`src/rfp_pkg.sv`:
```
// package for the receive fabric word packer: bit positions, modes,
// register map and the status carrier shared by all design files.
// assumes a single 100 MHz clock and an AHB-Lite register slave.
package rfp_pkg;

   // fabric interface width selection
   typedef enum logic [1:0] {
      RFP_W8  = 2'h0,
      RFP_W10 = 2'h1,
      RFP_W16 = 2'h2
   } rfp_width_t;

   // per-character status from the decoder and word aligner
   typedef struct packed {
      logic       ctrl;
      logic       code_err;
      logic       sync;
      logic       disp_err;
      logic       pat_det;
      logic       rm_del;
      logic       rm_ins;
      logic [1:0] pipe_st;
      logic       run_disp;
   } rfp_stat_t;

   // one received character: raw 10-bit group, decoded byte, status
   typedef struct packed {
      logic [9:0] raw;
      logic [7:0] data;
      rfp_stat_t  st;
   } rfp_char_t;

   // receive word layout, per byte lane
   localparam int RFP_LANE_W    = 16;
   localparam int RFP_DATA_LO   = 0;
   localparam int RFP_DATA_W    = 8;
   localparam int RFP_RAW_W     = 10;
   localparam int RFP_B_CTRL    = 8;
   localparam int RFP_B_CERR    = 9;
   localparam int RFP_B_SYNC    = 10;
   localparam int RFP_B_DERR    = 11;
   localparam int RFP_B_PAT     = 12;
   localparam int RFP_B_RMDEL   = 13;
   localparam int RFP_B_RMINS   = 14;
   localparam int RFP_B_RDISP   = 15;

   // register map (byte addresses)
   localparam logic [7:0] RFP_A_CTRL   = 8'h00;
   localparam logic [7:0] RFP_A_STATUS = 8'h04;
   localparam logic [7:0] RFP_A_WORD   = 8'h08;
   localparam logic [7:0] RFP_A_COUNT  = 8'h0c;

   // control register fields and reset value
   localparam int RFP_C_WIDTH_LO = 0;
   localparam int RFP_C_ENC      = 2;
   localparam int RFP_C_PIPE     = 3;
   localparam int RFP_C_EN       = 4;
   localparam logic [4:0] RFP_CTRL_RST = 5'h14;

endpackage : rfp_pkg

```
`src/rfp_ahb.sv`:
```
// minimal AHB-Lite slave front end: captures the address phase and
// leaves the zero-wait OKAY responses and register storage to the top.
// assumes a single master and whole-word transfers.
module rfp_ahb (
   // clock and reset
   input  wire logic        mclk,
   input  wire logic        srst,
   // ahb address phase
   input  wire logic        hsel,
   input  wire logic [1:0]  htrans,
   input  wire logic        hwrite,
   input  wire logic [7:0]  haddr,
   input  wire logic        hready,
   // captured data phase
   output logic             wr_act,
   output logic             rd_act,
   output logic [7:0]       addr
);
   import rfp_pkg::*;

   logic take;

   assign take = hsel && hready && htrans[1];

   always_ff @(posedge mclk) begin
      if (srst) begin
         wr_act <= 1'b0;
         rd_act <= 1'b0;
         addr   <= 8'h00;
      end else if (hready) begin
         wr_act <= take && hwrite;
         rd_act <= take && !hwrite;
         if (take) begin
            addr <= haddr;
         end
      end
   end

endmodule : rfp_ahb

```
`src/rfp_lane.sv`:
```
// packs one character and its status into a 16-bit lane.
// assumes inputs come from same-clock decoder logic.
module rfp_lane (
   // character in
   input  wire rfp_pkg::rfp_char_t ch,
   // mode
   input  wire logic               raw_mode,
   input  wire logic               enc_on,
   input  wire logic               pipe_on,
   // lane out
   output logic [15:0]             lane
);
   import rfp_pkg::*;

   always_comb begin
      lane = 16'h0000;
      if (raw_mode) begin
         lane[RFP_RAW_W-1:0] = ch.raw;
         lane[RFP_B_DERR]    = ch.st.disp_err;
      end else begin
         lane[RFP_DATA_W-1:0] = ch.data;
         if (enc_on) begin
            lane[RFP_B_CTRL] = ch.st.ctrl;
            lane[RFP_B_CERR] = ch.st.code_err;
            lane[RFP_B_DERR] = ch.st.disp_err;
         end
      end
      if (raw_mode || enc_on) begin
         lane[RFP_B_SYNC]  = ch.st.sync;
         lane[RFP_B_PAT]   = ch.st.pat_det;
         lane[RFP_B_RDISP] = ch.st.run_disp;
         if (pipe_on) begin
            lane[RFP_B_RMINS:RFP_B_RMDEL] = ch.st.pipe_st;
         end else begin
            lane[RFP_B_RMDEL] = ch.st.rm_del;
            lane[RFP_B_RMINS] = ch.st.rm_ins;
         end
      end
   end

endmodule : rfp_lane

```
`src/rfp_top.sv`:
```
// receive fabric word packer: builds the 32-bit receive word from one
// or two decoded characters per cycle, with an AHB-Lite control slave.
// assumes decoder, aligner and rate-match logic run on mclk.
//
// Function
// - 8-bit encoded: decoded byte on bits 7:0
// - 8-bit status bits only in 8B/10B mode
// - bit 8 is control-character flag
// - bit 9 is code-violation flag
// - bit 11 is disparity-error flag
// - bit 12 is pattern-detect flag
// - bit 13 rate-match delete outside PIPE
// - bit 14 rate-match insert outside PIPE
// - PIPE mode: bits 14:13 carry PIPE status
// - bit 15 is running disparity
// - 10-bit mode: raw group on bits 9:0
// - 10-bit mode: bit 11 disparity error
// - 16-bit: low byte 7:0, high 23:16
// - 16-bit status only in 16-bit 8B/10B
// - control flags on bits 8 and 24
// - code-violation flags on bits 9 and 25
// - sync flags on bits 10 and 26
// - disparity-error flags on bits 11 and 27
// - pattern-detect flags on bits 12 and 28
// - running disparity on bits 15 and 31
module rfp_top #(
   parameter int LANES = 2
) (
   // clock and reset
   input  wire logic                mclk,
   input  wire logic                srst,
   // ahb-lite slave
   input  wire logic                hsel,
   input  wire logic [7:0]          haddr,
   input  wire logic [1:0]          htrans,
   input  wire logic                hwrite,
   input  wire logic [2:0]          hsize,
   input  wire logic [31:0]         hwdata,
   input  wire logic                hready,
   output logic [31:0]              hrdata,
   output logic                     hreadyout,
   output logic                     hresp,
   // characters from the receive path, lane 0 is the low byte
   input  wire rfp_pkg::rfp_char_t  rx_char [LANES],
   input  wire logic                rx_valid,
   // receive word to fabric
   output logic [31:0]              rx_word,
   output logic                     rx_word_valid
);
   import rfp_pkg::*;

   logic [4:0]  ctrl_reg;
   logic [31:0] word_next;
   logic [31:0] count_reg;
   logic        wr_act;
   logic        rd_act;
   logic [7:0]  addr;
   logic [15:0] lane_w [LANES];
   rfp_width_t  width;
   logic        raw_mode;
   logic        enc_on;
   logic        pipe_on;
   logic        enable;

   assign width    = rfp_width_t'(ctrl_reg[RFP_C_WIDTH_LO +: 2]);
   assign raw_mode = (width == RFP_W10);
   assign enc_on   = ctrl_reg[RFP_C_ENC];
   assign pipe_on  = ctrl_reg[RFP_C_PIPE];
   assign enable   = ctrl_reg[RFP_C_EN];

   rfp_ahb u_ahb (
      .mclk   (mclk),
      .srst   (srst),
      .hsel   (hsel),
      .htrans (htrans),
      .hwrite (hwrite),
      .haddr  (haddr),
      .hready (hready),
      .wr_act (wr_act),
      .rd_act (rd_act),
      .addr   (addr)
   );

   assign hreadyout = 1'b1;
   assign hresp     = 1'b0;

   // one packer per byte lane
   for (genvar i = 0; i < LANES; i++) begin : g_lane
      rfp_lane u_lane (
         .ch       (rx_char[i]),
         .raw_mode (raw_mode),
         .enc_on   (enc_on),
         .pipe_on  (pipe_on),
         .lane     (lane_w[i])
      );
   end

   // assemble the word; upper lane used only in 16-bit mode
   always_comb begin
      word_next = 32'h0000_0000;
      word_next[RFP_LANE_W-1:0] = lane_w[0];
      if (width == RFP_W16 && LANES > 1) begin
         word_next[2*RFP_LANE_W-1:RFP_LANE_W] = lane_w[LANES-1];
      end
   end

   // data and its status leave in the same cycle
   always_ff @(posedge mclk) begin
      if (srst) begin
         rx_word       <= 32'h0000_0000;
         rx_word_valid <= 1'b0;
      end else begin
         rx_word_valid <= rx_valid && enable;
         if (rx_valid && enable) begin
            rx_word <= word_next;
         end
      end
   end

   // control register
   always_ff @(posedge mclk) begin
      if (srst) begin
         ctrl_reg <= RFP_CTRL_RST;
      end else if (wr_act && addr == RFP_A_CTRL) begin
         ctrl_reg <= hwdata[4:0];
      end
   end

   // word counter, cleared by any write to it
   always_ff @(posedge mclk) begin
      if (srst) begin
         count_reg <= 32'h0000_0000;
      end else if (wr_act && addr == RFP_A_COUNT) begin
         count_reg <= 32'h0000_0000;
      end else if (rx_valid && enable) begin
         count_reg <= count_reg + 32'h0000_0001;
      end
   end

   // read mux, unmapped reads return zero
   always_comb begin
      hrdata = 32'h0000_0000;
      if (rd_act) begin
         unique case (addr)
            RFP_A_CTRL:   hrdata = {27'h0, ctrl_reg};
            RFP_A_STATUS: hrdata = {31'h0, rx_word_valid};
            RFP_A_WORD:   hrdata = rx_word;
            RFP_A_COUNT:  hrdata = count_reg;
            default:      hrdata = 32'h0000_0000;
         endcase
      end
   end

endmodule : rfp_top

```
`config.mk`:
```
export PLATFORM = sky130hd
export DESIGN_NAME = rfp_top
export DESIGN_NICKNAME = d
export VERILOG_FILES = /design/src/rfp_pkg.sv /design/src/rfp_ahb.sv /design/src/rfp_lane.sv /design/src/rfp_top.sv
export SDC_FILE = /design/constraint.sdc
export NUM_CORES = 1
export LEC_CHECK = 0
export BUFFER_PORTS_ARGS = -buffer_cell sky130_fd_sc_hd__buf_2
export CORE_ASPECT_RATIO = 1.5
export CORE_MARGIN = 2
export CORE_UTILIZATION = 47
export CTS_BUF_LIST = sky130_fd_sc_hd__clkbuf_16
export CTS_CLUSTER_SIZE = 12
export DETAILED_ROUTE_END_ITERATION = 6
export GPL_ROUTABILITY_DRIVEN = 0
export MAX_ROUTING_LAYER = met4
export PLACE_DENSITY_LB_ADDON = 0.05
export SLEW_MARGIN = 0
export SYNTH_ARGS = -nofsm -noshare
export SYNTH_HDL_FRONTEND = slang
export SYNTH_SLANG_ARGS = --single-unit
```
`constraint.sdc`:
```
create_clock -name mclk -period 2.7 [get_ports mclk]
set_input_delay 0.27 -clock mclk [delete_from_list [all_inputs] [get_ports mclk]]
set_output_delay 0.27 -clock mclk [all_outputs]
set_load 0.005 [all_outputs]
```
======== Yosys cells after proc, flatten, opt, wreduce, memory -nomap -nowiden ========
Cells that the tools add are included.
word-level totals
  bits of input ports ..................... 107
  logic and storage cells ................. 42
  output and inout port bits .............. 67
  flip-flop bits (word level) ............. 80
operators by class
  equal/unequal tests ..................... 5
  reduce and logical (&&, ||, !) cells .... 12
  $add $sub $neg .......................... 1
  multiplexer cells ....................... 17
operators by type and width
  operator                                       number
  one-hot mux 32 bit (4 select lines)            1
  adder 32 x 1 -> 32 bit, second input constant  1
  two-way mux 32 bit                             1
  two-way mux 10 bit                             2
  == test 8 x 4 -> 1 bit, second input constant  2
  two-way mux 16 bit                             1
  == test 8 x 3 -> 1 bit, second input constant  1
  logical NOT 8 bit                              1
  two-way mux 2 bit                              4
  two-way mux 4 bit                              2
  logical AND 1 bit                              7
  two-way mux 1 bit                              6
  == test 2 x 1 -> 1 bit, second input constant  1
  == test 2 bit, second input constant           1
  AND reduction 2 bit                            1
  OR reduction 2 bit                             1
  logical NOT 1 bit                              1
  logical OR 1 bit                               1

======== Depth between registers and ports, before layout ========
  word-level depth ........................ 4
  mapped depth ............................ 6
  gate-level depth less buffers ........... 5

======== Modules after synthesis ========
From an unflattened synthesis, not the netlist that was laid out.
unflattened totals
  cells, all modules ...................... 503
  area, all modules ....................... 4216.5 um^2
modules (own cells, without submodules)
  module    area an instance (um^2)  sequential area each (um^2)  instances  cells an instance
  rfp_top   3345.7                   1401.3                       1          412
  rfp_ahb   440.4                    200.2                        1          43
  rfp_lane  215.2                    0.0                          2          24

======== Worst setup path before layout ========
Ideal clock, no wire load.
  path type ............................... reg-to-output
  start point ............................. reg u_ahb.addr[7]
  end point ............................... out hrdata[21]
  arrival ................................. 1.685 ns
  slack ................................... 0.745 ns
  cell stages (with the launch flop) ...... 7
  data required time ...................... 2.430 ns
  path buffers ............................ 2
  cells stage by stage .................... dfxtp_1 nor4_1 and4b_1 clkbuf_1 buf_1 a22oi_1 nor2_1
between the ends
  word-level cells in the longest chain between the ends .. 3
  elaborated cells between the ends (all ways) .. 6
  those cells by class .................... eq/ne: 3; mux: 2; reduce/logical: 1
ends and longest elaborated chain
  what                                            RTL line        RTL
  start: declaration                              rfp_ahb.sv:17   output logic [7:0] addr
  start signal: assignment                        rfp_ahb.sv:34   addr <= haddr;
  == test 8 x 4 -> 1 bit (tied with other cells)  rfp_top.sv:144  unique case (addr)
  one-hot mux 32 bit (4 select lines) (*)         rfp_top.sv:144
  two-way mux 32 bit (*)                          rfp_top.sv:143  if (rd_act) begin
  end: declaration                                rfp_top.sv:40   output logic [31:0] hrdata,
Mark *: on every way between the ends. The rest lies on a longest branch, timed or not.

======== Worst setup path in the final report ========
  start point ............................. reg u_ahb.addr[7]
  end point ............................... out hrdata[31]
Same word-level chain as after synthesis.

==> results.cfg <==
[route]
wl_um = 10900
via_count = 3948
drtPass1Iterations = 4
ant_nets = 0
drc_errors = 0
first_iter_violations = 179
wl_per_cell_um = 15.5
vias_per_cell = 5.62

[logic_synthesis]
netlist_instances = 479
syn_area_um2 = 3880
ys_warn_count = 0
synthArstFlopShare_pct = 0
yosysSeqAreaShare_pct = 41.3
avgSynthCellArea_um2 = 8.10
synth-edff-count = 0
synth_cell_type_count = 38
yosys_register_bits = 80
syn_nets = 587
yosys_most_used_dff = dfxtp_1

[worst_setup_path]
slowest_stage = nor4_1
crit_family = simple AND/OR/NAND/NOR gates
worstReg2RegStart = count_reg[7]$_SDFFE_PP0P_
crit_chain = nor4_1, and4_1, buf_4, a22oi_1, nor2_1, buf_2
required_ns = 2.43
worstSetupEndpointType = output port
critical_path_class = flip-flop to output port
r2r_setup_slack_ns = 0.49
worstPathMaxFanout = 28
worst-path-buf-inv = 2
reg2reg_depth = 4
critPathLaunchType = flip-flop
arrival_ns = 2.24
cp_slowest_stage_delay_ns = 0.59
crit_start = u_ahb.addr[7]$_SDFFE_PP0P_
timing.rr.end = count_reg[31]$_SDFFE_PP0P_

[die]
die_area_um2 = 9010
io_pins = 174
dieWidth_um = 78.2
num_rows = 40
die_h_um = 115
coreArea_um2 = 8010
start_util_pct = 48.4

[finish]
mostFrequentLayoutCell = buf_2
seq_area_um2 = 1600
num_antenna_cells = 0
area_growth_pct = 24.7
drive_above_1_share_pct = 27.0
fillers = 755
design_area_um2 = 4840
multi_input_comb_area_um2 = 2100
final_nets = 702
layout_common_cells = buf_2, nor2_1, dfxtp_1

[global_routing]
grt_overflow = 0
track_usage_pct = 25.6
grt_pass1_wl_um = 17600
grt_start_max_net_pins = 33
grt_pass1_vias = 3675
antenna_found_initial = 0

[sta]
setup_tns_ns = 0
hold_slack_ns = 0.167
layout_min_cycle_time_ns = 2.51
grt_setup_unrepaired = false
setup_viol_count_final = 0
worstMarginPinSlew_ns = 0.766
slew_headroom_pct = 48.8
fin_crit_sh_pct = 93.1
hold_viol = 0
max_freq_ghz = 0.398
drv_slew = 0
finalClockSkew_ns = 0.00549

[clocking]
cts_max_level = 3
tritoncts = done
post_cts_buffers = 0
clk_latency_ns = 0.34
clock-sinks = 80
clkTransAtPathRegs_ns = 0.06
cts_buffers = 9
ctsResizeCount = 0
cts_buffer_depth = 2
clockRootBuffer = clkbuf_16
hold_buffers = 0

[outcome]
status = completed

[power]
power_mw = 2.47
ir_drop_mv = 0.408
cellPowerDensity_nw_per_um2 = 511
leakagePower_nw = 1.92

[placement]
placed_area_um2 = 4590
hpwl_um = 7900
port_buffers = 130

[flow_run]
drv_cap = 0

[min_path]
min_path_type = input port to flip-flop
hold_path.startpoint = haddr[4]
holdPathStages = 3
hold_end = u_ahb.addr[4]$_SDFFE_PP0P_
==> how the worst max path moves through the flow <==
stage,end,cells after the start
after floorplan,hrdata[21],6
after global placement,count_reg[31]$_SDFFE_PP0P_,4
after detailed placement,count_reg[29]$_SDFFE_PP0P_,4
after CTS,hrdata[31],6
after global routing,hrdata[31],6
final,hrdata[31],6
==> cell type report <==
type / count / share of cell area (%)
sequential: 80 / 33.1
timing repair buffer: 141 / 15.2
clock buffer: 9 / 4.66
tap: 105 / 2.72
inverter: 7 / 0.543
multi-input combinational: 355 / 43.4
clock inverter: 5 / 0.414
==> cell families after synthesis <==
kind of cell | synth area share, %
compound gates | 19.9
mux | 5.61
fa+ha+maj | 0.323
xor+xnor | 2.48
flops | 41.3
other cells | 0.194
buf+inv | 4.58
simple gates | 25.6
==> cells in the mapped netlist (2+ instances only) <==
master / count / share of area, %
or2_2: 2 / 0.32
nor2_1: 87 / 8.4
nand2_1: 40 / 3.9
a21oi_1: 36 / 4.6
xor2_1: 3 / 0.68
conb_1: 2 / 0.19
o21ai_0: 3 / 0.39
buf_2: 4 / 0.52
buf_4: 2 / 0.39
nor3_1: 4 / 0.52
and4_1: 3 / 0.68
mux2i_1: 15 / 3.9
mux2_2: 4 / 1.2
nand4_2: 2 / 0.65
and2_1: 3 / 0.48
a31oi_1: 4 / 0.65
nor2b_1: 2 / 0.32
xnor2_1: 8 / 1.8
a211oi_1: 10 / 1.9
nand3_1: 16 / 2.1
buf_1: 7 / 0.68
clkbuf_1: 24 / 2.3
a21o_1: 2 / 0.39
or4_1: 18 / 3.5
inv_1: 7 / 0.68
a22oi_1: 44 / 8.5
or3_1: 7 / 1.1
o31ai_1: 14 / 2.7
and4b_1: 2 / 0.52
a211o_1: 2 / 0.45
and3_1: 2 / 0.32
nor4_1: 6 / 0.97
nand4_1: 10 / 1.6
dfxtp_1: 80 / 41
==> power breakdown <==
group	total (mW)	switching (mW)	leakage (nW)	internal (mW)
Clock	1.04	0.444	0.132	0.596
Sequential	1.24	0.0278	0.649	1.21
Combinational	0.196	0.106	1.14	0.0903
Total	2.47	0.577	1.92	1.90
==> worst reg2reg max path, stage by stage, from the launching register on <==
cell and delay (ns):
dfxtp_1 0.45, nand4_2 0.16, or4_1 0.80, or4_1 0.60
a21oi_1 0.15
==> per-layer routing <==
layer,share of wire (%),track usage [%],up-vias,routed length (um)
li1,-,-,1973,-
met1,42,30.2,1859,4580
met2,51,43.6,104,5600
met3,4.9,3.69,12,534
met4,1.5,10.6,0,166
met5,0,-,-,0
==> metrics by stage <==
stage / util (%) / cells / worst slack, ns
2_1_floorplan: - / 479 / 0.745
3_3_place_gp: 57.3 / 688 / 0.513
3_5_place_dp: 57.3 / 688 / 0.493
4_1_cts: 60.4 / 702 / 0.182
5_1_grt: 60.4 / 702 / 0.0720
6_report: 60.4 / 702 / 0.187
(Power assumes the default switching activity.)
